## config.mk

```make
export PLATFORM = sky130hd
export DESIGN_NAME = sbp_port
export DESIGN_NICKNAME = d
export VERILOG_FILES = /design/src/hdl/sbp_pkg.sv /design/src/hdl/sbp_port.sv
export VERILOG_INCLUDE_DIRS = /design/src /design/src/hdl
export SDC_FILE = /design/constraint.sdc
export NUM_CORES = 1
export LEC_CHECK = 0
export BUFFER_PORTS_ARGS = -buffer_cell sky130_fd_sc_hd__buf_2
export CAP_MARGIN = 30
export CORE_UTILIZATION = 25
export CTS_BUF_LIST = sky130_fd_sc_hd__clkbuf_8
export DETAILED_ROUTE_END_ITERATION = 7
export GPL_ROUTABILITY_DRIVEN = 0
export PLACE_DENSITY = 0.48
export SYNTH_ARGS = -nofsm -noshare
export SYNTH_HDL_FRONTEND = slang
export SYNTH_SLANG_ARGS = --single-unit
export TNS_END_PERCENT = 10
```

## constraint.sdc

```tcl
create_clock -name clk_i -period 1.7 [get_ports clk_i]
set_input_delay 0.34 -clock clk_i [delete_from_list [all_inputs] [get_ports clk_i]]
set_output_delay 0.34 -clock clk_i [all_outputs]
set_load 0.05 [all_outputs]
```

## src/hdl/sbp_regs.svh

```systemverilog
// register offsets, field positions, reset values for the six-bit port
`ifndef SBP_REGS_SVH
`define SBP_REGS_SVH

// ----------------------------------------------------------------
// byte offsets on the register bus
// ----------------------------------------------------------------
`define SBP_OFS_PIN_LEVEL   5'h00
`define SBP_OFS_OUT_LATCH   5'h04
`define SBP_OFS_DIRECTION   5'h08
`define SBP_OFS_ANALOG_SEL  5'h0c
`define SBP_OFS_OPEN_DRAIN  5'h10
`define SBP_OFS_SLEW_LIMIT  5'h14
`define SBP_OFS_PULL_UP     5'h18
`define SBP_OFS_PERIPH_EN   5'h1c

// ----------------------------------------------------------------
// field layout and reset values
// ----------------------------------------------------------------
`define SBP_PIN_COUNT       6
`define SBP_INPUT_ONLY_POS  3
`define SBP_INPUT_ONLY_MASK 6'h08
`define SBP_ANALOG_IMPL     6'h17
`define SBP_RST_DIRECTION   6'h3f
`define SBP_RST_ANALOG_SEL  6'h17
`define SBP_RST_OUT_LATCH   6'h00
`define SBP_RST_OPEN_DRAIN  6'h00
`define SBP_RST_SLEW_LIMIT  6'h3f
`define SBP_RST_PULL_UP     6'h3f
`define SBP_RST_PERIPH_EN   6'h00

`endif

```

## src/hdl/sbp_pkg.sv

```systemverilog
// types shared by the six-bit port design
package sbp_pkg;

    // ----------------------------------------------------------------
    // one bit per pin position
    // ----------------------------------------------------------------
    typedef logic [5:0] sbp_pins_t;

    // ----------------------------------------------------------------
    // register selected by the bus address
    // ----------------------------------------------------------------
    typedef enum logic [2:0] {
        SBP_REG_PIN_LEVEL,
        SBP_REG_OUT_LATCH,
        SBP_REG_DIRECTION,
        SBP_REG_ANALOG_SEL,
        SBP_REG_OPEN_DRAIN,
        SBP_REG_SLEW_LIMIT,
        SBP_REG_PULL_UP,
        SBP_REG_PERIPH_EN
    } sbp_reg_sel_t;

endpackage

```

## src/hdl/sbp_port.sv

```systemverilog
// six-bit bidirectional general-purpose port with avalon-mm register access
//
// Our own choices: the Avalon-MM interface to the registers and the placing of the registers.
`timescale 1ns/100ps
`include "sbp_regs.svh"

// What this block does
// - six pins, each with direction, latch, level bits
// - direction one makes pin input, driver off
// - direction zero drives latch value onto pin
// - pin three input only, direction reads one
// - level read shows pins, write goes latch
// - level writes are read-modify-write into latch
// - latch write acts like level write
// - latch read returns stored latch bits
// - analog select disables digital input buffer
// - analog pins read zero through level register
// - direction still gates driver in analog mode
// - open drain drives low only
// - open drain clear means push-pull drive
// - peripheral owns output, level stays readable
// - analog select bits set after reset
// - pull-up off whenever pin is output
// - slew limit bit limits pin edge rate
module sbp_port (
    // clock and reset
    input  wire logic        clk_i,
    input  wire logic        reset_n_i,
    // avalon-mm slave
    input  wire logic [4:0]  avs_address_i,
    input  wire logic        avs_read_i,
    input  wire logic        avs_write_i,
    input  wire logic [3:0]  avs_byteenable_i,
    input  wire logic [31:0] avs_writedata_i,
    output logic      [31:0] avs_readdata_o,
    output logic             avs_waitrequest_o,
    // pin pads, three signals per pin
    input  wire logic [5:0]  pin_in_i,
    output logic      [5:0]  pin_out_o,
    output logic      [5:0]  pin_oe_o,
    // pad controls
    output logic      [5:0]  pin_in_buf_en_o,
    output logic      [5:0]  pin_pull_up_o,
    output logic      [5:0]  pin_slew_limit_o,
    // on-chip peripherals taking over pins
    input  wire logic [5:0]  periph_out_i,
    input  wire logic [5:0]  periph_oe_i,
    output logic      [5:0]  pin_level_o
);

    // ----------------------------------------------------------------
    // decode helpers
    // ----------------------------------------------------------------

    // map a byte address onto a register, valid flag beside it
    // misaligned addresses are unmapped: reads give zero, writes drop
    function automatic logic decode_hit(input logic [4:0] addr);
        decode_hit = (addr[1:0] == 2'h0);
    endfunction

    // register selector from the word part of the address
    function automatic sbp_pkg::sbp_reg_sel_t decode_sel(input logic [4:0] addr);
        decode_sel = sbp_pkg::sbp_reg_sel_t'(addr[4:2]);
    endfunction

    // merge a write into pin values: lane zero replaces, else pins kept
    function automatic sbp_pkg::sbp_pins_t rmw_merge(
        input sbp_pkg::sbp_pins_t pins,
        input logic [3:0]         be,
        input logic [31:0]        wdata
    );
        rmw_merge = be[0] ? wdata[5:0] : pins;
    endfunction

    // byte-lane write into a plain control register
    function automatic sbp_pkg::sbp_pins_t lane_write(
        input sbp_pkg::sbp_pins_t old,
        input logic [3:0]         be,
        input logic [31:0]        wdata
    );
        lane_write = be[0] ? wdata[5:0] : old;
    endfunction

    // ----------------------------------------------------------------
    // state
    // ----------------------------------------------------------------
    sbp_pkg::sbp_pins_t direction;
    sbp_pkg::sbp_pins_t out_latch;
    sbp_pkg::sbp_pins_t analog_sel;
    sbp_pkg::sbp_pins_t open_drain;
    sbp_pkg::sbp_pins_t slew_limit;
    sbp_pkg::sbp_pins_t pull_up;
    sbp_pkg::sbp_pins_t periph_en;
    sbp_pkg::sbp_pins_t sync_meta;
    sbp_pkg::sbp_pins_t sync_level;

    // ----------------------------------------------------------------
    // combinational values
    // ----------------------------------------------------------------
    logic                 bus_req;
    logic                 bus_take;
    logic                 wr_take;
    logic                 addr_ok;
    sbp_pkg::sbp_reg_sel_t reg_sel;
    sbp_pkg::sbp_pins_t   dir_eff;
    sbp_pkg::sbp_pins_t   level_read;
    sbp_pkg::sbp_pins_t   drive_val;
    sbp_pkg::sbp_pins_t   drive_en;
    sbp_pkg::sbp_pins_t   next_pin_out;
    sbp_pkg::sbp_pins_t   next_pin_oe;
    logic [31:0]          next_readdata;

    // ----------------------------------------------------------------
    // bus handshake
    // ----------------------------------------------------------------

    // a request is taken at the edge where waitrequest is seen low
    assign bus_req  = avs_read_i | avs_write_i;
    assign bus_take = bus_req & ~avs_waitrequest_o;
    assign wr_take  = avs_write_i & bus_take & addr_ok;
    assign addr_ok  = decode_hit(avs_address_i);
    assign reg_sel  = decode_sel(avs_address_i);

    // waitrequest is registered, so each access costs two cycles
    // one wait cycle for every request, then ready for exactly one edge
    always_ff @(posedge clk_i) begin
        if (!reset_n_i) begin
            avs_waitrequest_o <= 1'b1;
        end else begin
            avs_waitrequest_o <= ~(bus_req & avs_waitrequest_o);
        end
    end

    // ----------------------------------------------------------------
    // pin level synchroniser
    // ----------------------------------------------------------------

    // two flops before anything looks at the pad levels
    // only the second stage feeds logic, the first may be metastable
    always_ff @(posedge clk_i) begin
        if (!reset_n_i) begin
            sync_meta  <= 6'h00;
            sync_level <= 6'h00;
        end else begin
            sync_meta  <= pin_in_i;
            sync_level <= sync_meta;
        end
    end

    // analog pins have the digital buffer off and read as zero
    assign level_read = sync_level & ~analog_sel;

    // ----------------------------------------------------------------
    // direction register
    // ----------------------------------------------------------------

    // input-only position is forced to one whatever is written
    // dir_eff masks it again so no write path can drive that pad
    always_ff @(posedge clk_i) begin
        if (!reset_n_i) begin
            direction <= `SBP_RST_DIRECTION;
        end else if (wr_take && reg_sel == sbp_pkg::SBP_REG_DIRECTION) begin
            direction <= lane_write(direction, avs_byteenable_i, avs_writedata_i)
                         | `SBP_INPUT_ONLY_MASK;
        end
    end

    // ----------------------------------------------------------------
    // output latch
    // ----------------------------------------------------------------

    // level and latch writes share one read-modify-write path
    // with lane zero off the latch reloads from the pins as they read now
    // hazard: an analog pin reads zero, so such a write clears its latch bit
    always_ff @(posedge clk_i) begin
        if (!reset_n_i) begin
            out_latch <= `SBP_RST_OUT_LATCH;
        end else if (wr_take && (reg_sel == sbp_pkg::SBP_REG_PIN_LEVEL ||
                                 reg_sel == sbp_pkg::SBP_REG_OUT_LATCH)) begin
            out_latch <= rmw_merge(level_read, avs_byteenable_i, avs_writedata_i);
        end
    end

    // ----------------------------------------------------------------
    // analog select
    // ----------------------------------------------------------------

    // only the implemented positions hold a bit, all set after reset
    // unimplemented positions stay zero whatever is written
    always_ff @(posedge clk_i) begin
        if (!reset_n_i) begin
            analog_sel <= `SBP_RST_ANALOG_SEL;
        end else if (wr_take && reg_sel == sbp_pkg::SBP_REG_ANALOG_SEL) begin
            analog_sel <= lane_write(analog_sel, avs_byteenable_i, avs_writedata_i)
                          & `SBP_ANALOG_IMPL;
        end
    end

    // ----------------------------------------------------------------
    // open drain select
    // ----------------------------------------------------------------

    // independent per pin
    always_ff @(posedge clk_i) begin
        if (!reset_n_i) begin
            open_drain <= `SBP_RST_OPEN_DRAIN;
        end else if (wr_take && reg_sel == sbp_pkg::SBP_REG_OPEN_DRAIN) begin
            open_drain <= lane_write(open_drain, avs_byteenable_i, avs_writedata_i);
        end
    end

    // ----------------------------------------------------------------
    // slew limit select
    // ----------------------------------------------------------------

    // passed to the pad as a level
    always_ff @(posedge clk_i) begin
        if (!reset_n_i) begin
            slew_limit <= `SBP_RST_SLEW_LIMIT;
        end else if (wr_take && reg_sel == sbp_pkg::SBP_REG_SLEW_LIMIT) begin
            slew_limit <= lane_write(slew_limit, avs_byteenable_i, avs_writedata_i);
        end
    end

    // ----------------------------------------------------------------
    // pull-up enable
    // ----------------------------------------------------------------

    // enable bits only; output pins mask them at the pad
    // a pull-up left on under a driven pad would waste current
    always_ff @(posedge clk_i) begin
        if (!reset_n_i) begin
            pull_up <= `SBP_RST_PULL_UP;
        end else if (wr_take && reg_sel == sbp_pkg::SBP_REG_PULL_UP) begin
            pull_up <= lane_write(pull_up, avs_byteenable_i, avs_writedata_i);
        end
    end

    // ----------------------------------------------------------------
    // peripheral ownership
    // ----------------------------------------------------------------

    // a set bit hands the pin output to the on-chip peripheral
    // the level read path is untouched, so an owned pin stays readable
    always_ff @(posedge clk_i) begin
        if (!reset_n_i) begin
            periph_en <= `SBP_RST_PERIPH_EN;
        end else if (wr_take && reg_sel == sbp_pkg::SBP_REG_PERIPH_EN) begin
            periph_en <= lane_write(periph_en, avs_byteenable_i, avs_writedata_i);
        end
    end

    // ----------------------------------------------------------------
    // output driver logic
    // ----------------------------------------------------------------

    // the input-only position never gets a driver
    assign dir_eff = direction | `SBP_INPUT_ONLY_MASK;

    // pick source and enable per pin, then apply open drain
    // a peripheral cannot drive a pin whose direction bit says input
    // open drain releases the pad for a one; the far side pulls it high
    always_comb begin
        drive_val    = 6'h00;
        drive_en     = 6'h00;
        next_pin_out = 6'h00;
        next_pin_oe  = 6'h00;
        for (int i = 0; i < `SBP_PIN_COUNT; i++) begin
            if (periph_en[i]) begin
                drive_val[i] = periph_out_i[i];
                drive_en[i]  = periph_oe_i[i] & ~dir_eff[i];
            end else begin
                drive_val[i] = out_latch[i];
                drive_en[i]  = ~dir_eff[i];
            end
            if (open_drain[i]) begin
                next_pin_out[i] = 1'b0;
                next_pin_oe[i]  = drive_en[i] & ~drive_val[i];
            end else begin
                next_pin_out[i] = drive_val[i];
                next_pin_oe[i]  = drive_en[i];
            end
        end
    end

    // pad outputs come straight from flops
    always_ff @(posedge clk_i) begin
        if (!reset_n_i) begin
            pin_out_o <= 6'h00;
            pin_oe_o  <= 6'h00;
        end else begin
            pin_out_o <= next_pin_out;
            pin_oe_o  <= next_pin_oe;
        end
    end

    // ----------------------------------------------------------------
    // pad controls
    // ----------------------------------------------------------------

    // buffer, pull-up, slew and level outputs, all registered
    always_ff @(posedge clk_i) begin
        if (!reset_n_i) begin
            pin_in_buf_en_o  <= 6'h00;
            pin_pull_up_o    <= 6'h00;
            pin_slew_limit_o <= 6'h00;
            pin_level_o      <= 6'h00;
        end else begin
            pin_in_buf_en_o  <= ~analog_sel;
            pin_pull_up_o    <= pull_up & dir_eff;
            pin_slew_limit_o <= slew_limit;
            pin_level_o      <= level_read;
        end
    end

    // ----------------------------------------------------------------
    // read data
    // ----------------------------------------------------------------

    // select the addressed register, unmapped reads as zero
    always_comb begin
        next_readdata = 32'h0000_0000;
        if (addr_ok) begin
            unique case (reg_sel)
                sbp_pkg::SBP_REG_PIN_LEVEL:  next_readdata[5:0] = level_read;
                sbp_pkg::SBP_REG_OUT_LATCH:  next_readdata[5:0] = out_latch;
                sbp_pkg::SBP_REG_DIRECTION:  next_readdata[5:0] = dir_eff;
                sbp_pkg::SBP_REG_ANALOG_SEL: next_readdata[5:0] = analog_sel;
                sbp_pkg::SBP_REG_OPEN_DRAIN: next_readdata[5:0] = open_drain;
                sbp_pkg::SBP_REG_SLEW_LIMIT: next_readdata[5:0] = slew_limit;
                sbp_pkg::SBP_REG_PULL_UP:    next_readdata[5:0] = pull_up;
                sbp_pkg::SBP_REG_PERIPH_EN:  next_readdata[5:0] = periph_en;
            endcase
        end
    end

    // capture during the wait cycle so data stands when waitrequest drops
    // readdata then holds until the next read reloads it
    always_ff @(posedge clk_i) begin
        if (!reset_n_i) begin
            avs_readdata_o <= 32'h0000_0000;
        end else if (avs_read_i && avs_waitrequest_o) begin
            avs_readdata_o <= next_readdata;
        end
    end

endmodule

```

==> impl_metrics.json, run 1 <==
{
  "min-delay-start": "pin_in_i[4]",
  "ys_types": 40,
  "crit_fanout": 7,
  "synth_seq_area_share": 0.4990,
  "cts_setup_buffers": 0,
  "cts_hold_buf": 0,
  "synth_warnings": 0,
  "synth_seq_cells": 92,
  "syn_inst": 378,
  "synth_top_area_share": 0.4990,
  "io-pin-count": 132,
  "drt_iter0_drc": 122,
  "post-place-ws_ns": 0.02620,
  "worst_slew_pin_slew_ns": 0.5806,
  "start_util": 0.2549,
  "numCtsBuffers": 9,
  "drive_gt1_frac": 0.2500,
  "slew_violations": 0,
  "avgSynthCellArea_um2": 9.765,
  "fmax_mhz": 653.8,
  "slowest_delay_ns": 0.37,
  "end_kind": "register",
  "antenna_cells": 0,
  "antenna_found_initial": 0,
  "ant_nets": 0,
  "critPathLaunchType": "register",
  "min_path_type": "input pin to register",
  "synth_top_area_cell": "dfxtp_1",
  "cts_resized": 0,
  "clockRootBuffer": "clkbuf_8",
  "htree_levels": 3,
  "grt_max_degree": 66,
  "setup_viol": 0,
  "min_to": "sync_meta[4]",
  "synthFlopType": "dfxtp_1",
  "synth_common_cells": "dfxtp_1, nand2_1, mux2i_1, buf_4, and2_1",
  "dp_hpwl_um": 6843,
  "core_um2": 14480,
  "hold_viol": 0,
  "globalRouteTotalUtil": 0.1289,
  "layout-area-overhead-vs-synth_pct": 19.32,
  "clk_path_buf_depth": 2,
  "power.leakage_nw": 2.036,
  "rsz0062_at_grt": "no",
  "layout.nets": 524,
  "overflow": 0,
  "vdd_drop_max_uv": 343.3,
  "drv_cap": 0,
  "arrival_ns": 1.78,
  "first_global_vias": 2625,
  "min_path_cells": 2,
  "fp.dieH_um": 123.5,
  "vias": 2863,
  "synth_area_leaders": "dfxtp_1, mux2i_1, buf_4",
  "timing.setup.tns_ns": 0,
  "avgRoutedWirePerCell_um": 14.35,
  "relSlewSlack": 0.6125,
  "worstRegToRegCells": 5,
  "dr.pass1.iters": 4,
  "worstSetupPathType": "register to register",
  "reg2reg_from": "avs_waitrequest_o",
  "cts.sinks": 92,
  "cp_num_cells": 5,
  "dieArea_um2": 15250,
  "min_period_over_period": 0.8997,
  "routed_via_density": 4.418,
  "drc": 0,
  "rows": 44,
  "netlist_area_um2": 3691,
  "synthArstFlopShare": 0,
  "fillCellCount": 1566,
  "worst_slack_ns": 0.1705,
  "rrSetupSlack_ns": 0.17,
  "drt-total-wl_um": 9299,
  "skew_ns": 0.009247,
  "worst_path_max_delay_cell": "dfxtp_1",
  "die_w_um": 123.5,
  "reg2reg_to": "slew_limit[1]",
  "outcome": "complete, no violations",
  "clk_pin_slew_ns": 0.08,
  "synth_edf_count": 0,
  "yosysMostFrequentCell": "dfxtp_1",
  "fin_crit_ns": 1.530,
  "port_buffers": 74,
  "clk_latency_ns": 0.37,
  "power_density_nw_per_um2": 908.2,
  "path_cells": "nor4b_4, buf_4, nand4_2, mux2i_1, nand2_1",
  "cts_tree": "done",
  "critical_path_required_ns": 1.95,
  "path_buf_inv": 1,
  "grt_pass1_wl_um": 14510,
  "critPathTopFamily": "simple AND/OR/NAND/NOR gates"
}
flip-flops by register name, indices dropped and copies added, names as in the netlist:
register and count:
pin_slew_limit_o 6, pin_in_buf_en_o 5, pull_up 6, pin_level_o 6
pin_oe_o 5, open_drain 6, analog_sel 4, avs_waitrequest_o 1
pin_pull_up_o 6, periph_en 6, sync_meta 6, pin_out_o 6
avs_readdata_o 6, sync_level 6, direction 5, out_latch 6
slew_limit 6
worst register-to-register path: stages (launching register included):
cell and delay (ns):
dfxtp_1 0.37, nor4b_4 0.21, buf_4 0.20, nand4_2 0.31, mux2i_1 0.26, nand2_1 0.07
metal layers:
| metal | share of wire | vias up | GRT usage |
|---|---|---|---|
| met4 | 0.018 | 0 | 0.05873 |
| li1 | - | 1433 | - |
| met5 | 0 | - | 0 |
| met3 | 0.063 | 12 | 0.03828 |
| met1 | 0.48 | 1342 | 0.1727 |
| met2 | 0.44 | 76 | 0.1889 |
metrics by stage:
stage / hold WS, ns / utilization / total power [mW] / cells / cell area, um^2
after global routing: 0.1689 / 0.3042 / 4.181 / 648 / 4404
final: 0.1714 / 0.3042 / 4.000 / 648 / 4404
after floorplan: 0.3677 / - / 2.675 / 404 / 3789
after CTS: 0.1451 / 0.3042 / 4.062 / 648 / 4404
after global placement: 0.4141 / 0.2933 / 2.765 / 634 / 4247
after detailed placement: 0.4177 / 0.2933 / 2.769 / 634 / 4247
kinds of logic after synthesis:
group,count (synthesis),share of synthesized area
and+or+nand+nor,133,0.1966
DFF,92,0.4990
AOI/OAI and AO/OA,63,0.1102
buffers and inverters,52,0.08576
muxes,37,0.1075
other,1,0.001016
report_power, final:
part / switching [mW] / total (mW) / internal (mW)
clock network: 0.738 / 1.28 / 0.543
registers: 0.0171 / 2.21 / 2.19
logic: 0.377 / 0.509 / 0.132
layout make-up:
class / count / area (um^2) / share of cell area
Clock buffer: 10 / 137.6 / 0.03125
Clock inverter: 4 / 20.02 / 0.004545
Inverter: 5 / 18.77 / 0.004261
Multi-Input combinational cell: 260 / 1630 / 0.3702
Sequential cell: 92 / 1842 / 0.4182
Tap cell: 184 / 230.2 / 0.05227
Timing Repair Buffer: 93 / 525.5 / 0.1193
placed cells by master, fill, tap and decap left out, types with 8 or more instances in the layout:
cell      netlist  layout
a21oi_1        14      14
and2_1         26      26
buf_2           4      74
buf_4          31      18
clkbuf_8        0      10
conb_1          1      27
dfxtp_1        92      92
mux2i_1        34      34
nand2_1        38      38
nand3_1        14      14
nor2_1          8       8
nor2b_1         9       9
nor3_1         15      15
o21ai_0        21      21
worst max path at each step:
stage	startpoint	to	slack [ns]
floorplan	avs_waitrequest_o	analog_sel[2]	0.04
global placement	avs_address_i[1]	pull_up[3]	0.06
detailed placement	avs_address_i[1]	slew_limit[2]	0.03
CTS	avs_waitrequest_o	slew_limit[1]	0.15
global route	avs_waitrequest_o	slew_limit[1]	0.06
finish	avs_waitrequest_o	slew_limit[1]	0.17
No activity file was read; power rests on OpenSTA's default activity.
==> run 2, diff against run 1 <==
--- a/config.mk
+++ b/config.mk
@@ -6,13 +6,13 @@
 export SDC_FILE = /design/constraint.sdc
 export NUM_CORES = 1
 export LEC_CHECK = 0
-export BUFFER_PORTS_ARGS = -buffer_cell sky130_fd_sc_hd__buf_2
 export CAP_MARGIN = 30
 export CORE_UTILIZATION = 25
 export CTS_BUF_LIST = sky130_fd_sc_hd__clkbuf_8
 export DETAILED_ROUTE_END_ITERATION = 7
+export DONT_BUFFER_PORTS = 1
 export GPL_ROUTABILITY_DRIVEN = 0
-export PLACE_DENSITY = 0.48
+export PLACE_DENSITY = 0.4
 export SYNTH_ARGS = -nofsm -noshare
 export SYNTH_HDL_FRONTEND = slang
 export SYNTH_SLANG_ARGS = --single-unit
==> run 2 against run 1 <==
Critical path depth unchanged. Count of clock-buffer cells in the layout increased by 2. Clock skew increased by 0.00052 ns. Register-to-register slack improved by 0.09 ns. Highest routed layer unchanged. Core utilization decreased by 2.8 points. Largest cell class unchanged. Combinational power decreased by 42%. Largest power group unchanged. Sequential share of layout area increased by 4.2 points. Final cell count decreased by 12%. Power decreased by 1.0%. Design area decreased by 9.1%. Hold slack got worse by 0.12 ns.
==> impl_metrics.json, run 2 (synthesized netlist as in run 1, its figures left out) <==
{
  "relSlewSlack": 0.6306,
  "rows": 44,
  "globalRouteTotalUtil": 0.1311,
  "overflow": 0,
  "ant_nets": 0,
  "avgRoutedWirePerCell_um": 16.48,
  "die_w_um": 123.5,
  "final_cell_area_um2": 4003,
  "layout-area-overhead-vs-synth_pct": 8.441,
  "rsz0062_at_grt": "no",
  "grt_use_met3": 0.04520,
  "htree_levels": 3,
  "cts_setup_buffers": 0,
  "crit_fanout": 7,
  "skew_ns": 0.009766,
  "end_kind": "register",
  "final_common_cell": "dfxtp_1",
  "path_cells": "nor4b_4, buf_4, nand4_2, mux2i_1, nand2_1",
  "clockRootBuffer": "clkbuf_8",
  "drt_iter0_drc": 149,
  "min_period_over_period": 0.8455,
  "fillCellCount": 1568,
  "grt_max_degree": 72,
  "core_um2": 14480,
  "port_buffers": 0,
  "p_int_mw": 2.903,
  "power.leakage_nw": 1.674,
  "arrival_ns": 1.71,
  "place_area_um2": 3811,
  "critPathTopFamily": "simple AND/OR/NAND/NOR gates",
  "fp.dieH_um": 123.5,
  "routed_via_density": 4.403,
  "antenna_found_initial": 0,
  "timing.setup.tns_ns": 0,
  "grt_pass1_wl_um": 14230,
  "pwr-share-comb": 0.075,
  "seqPwrFrac": 0.577,
  "min_path_type": "input pin to register",
  "cts_tree": "done",
  "sw_frac_of_total": 0.2668,
  "path_buf_inv": 1,
  "vdd_drop_max_uv": 249.5,
  "start_util": 0.2549,
  "clk_latency_ns": 0.37,
  "clk_pin_slew_ns": 0.08,
  "worst_slew_pin_slew_ns": 0.5534,
  "fin_crit_ns": 1.437,
  "vias": 2501,
  "worst_path_max_delay_cell": "dfxtp_1",
  "drive_gt1_frac": 0.09635,
  "dr.pass1.iters": 4,
  "pwr-share-clk": 0.348,
  "critical_path_required_ns": 1.98,
  "drc": 0,
  "critPathLaunchType": "register",
  "outcome": "complete, no violations",
  "p_total_mw": 3.960,
  "setup_viol": 0,
  "dieArea_um2": 15250,
  "power_density_nw_per_um2": 989.2,
  "fmax_mhz": 695.7,
  "numCtsBuffers": 9,
  "clk_path_buf_depth": 2,
  "antenna_cells": 0,
  "switching_power_mw": 1.056,
  "hold_viol": 0,
  "grtUsageMet2": 0.1906,
  "drt-total-wl_um": 9359,
  "layout.nets": 444,
  "slew_violations": 0,
  "first_global_vias": 2375,
  "worstSetupPathType": "register to register",
  "dp_hpwl_um": 6713,
  "grt_busiest_layer": "met2",
  "slowest_delay_ns": 0.34,
  "cts.sinks": 92,
  "io-pin-count": 132,
  "drv_cap": 0,
  "met1_usage": 0.1752,
  "final_cell_mix": "dfxtp_1, nand2_1, mux2i_1"
}
[run 2: cell types whose count changed in the layout (fill, tap and decap cells not counted), sizes merged]
cell,change
buf,-81
clkbuf,+2
clkinv,-1
dlygate4sd3,+1
inv,-1
[run 2: area by class of cell]
cell class / instances / area (um^2) / share of cell area
tap: 184 / 230.2 / 0.05752
clock buffer: 12 / 165.2 / 0.04126
multi-input combinational: 260 / 1635 / 0.4086
sequential: 92 / 1842 / 0.4601
clock inverter: 2 / 11.26 / 0.002813
timing repair buffer: 13 / 100.1 / 0.02501
inverter: 5 / 18.77 / 0.004689
[run 2: layer usage]
metal | up-vias | wire, um
met3 | 14 | 577
met4 | 0 | 138
met1 | 1165 | 4547
met2 | 61 | 4095
met5 | - | 0
li1 | 1261 | -
[run 2: worst paths after layout]
path                                         from             to  slack (ns)  depth (start not counted)
worst max register to register  avs_waitrequest_o     pull_up[2]        0.26                          5
worst min-delay path                    reset_n_i  slew_limit[3]        0.05                          1
worst max-delay path            avs_waitrequest_o     pull_up[2]        0.26                          5
worst min register to register       sync_meta[2]  sync_level[2]        0.44                          1
[run 2: per-stage QoR]
stage	setup slack [ns]	cells	util	hold slack (ns)
detailed placement	0.1862	553	0.2632	0.3724
floorplan	0.03622	404	-	0.3677
finish	0.2626	568	0.2764	0.05329
global route	0.1079	568	0.2764	0.02258
global placement	0.1910	553	0.2632	0.3709
CTS	0.1785	568	0.2761	0.006935
[run 2: timing repair]
action                                  in CTS  in global routing
endpoints found under the setup margin       0                  1
endpoints found under the hold margin        1                  0
hold buffers                                 1                  0
resized for setup                            0                  1
[run 2: power by group through the flow]
stage	clock [mW]	combinational, mW	sequential, mW
floorplan	0	0.332	2.34
global placement	0	0.292	2.34
detailed placement	0	0.293	2.34
CTS	1.45	0.297	2.29
global route	1.53	0.318	2.29
finish	1.38	0.295	2.28
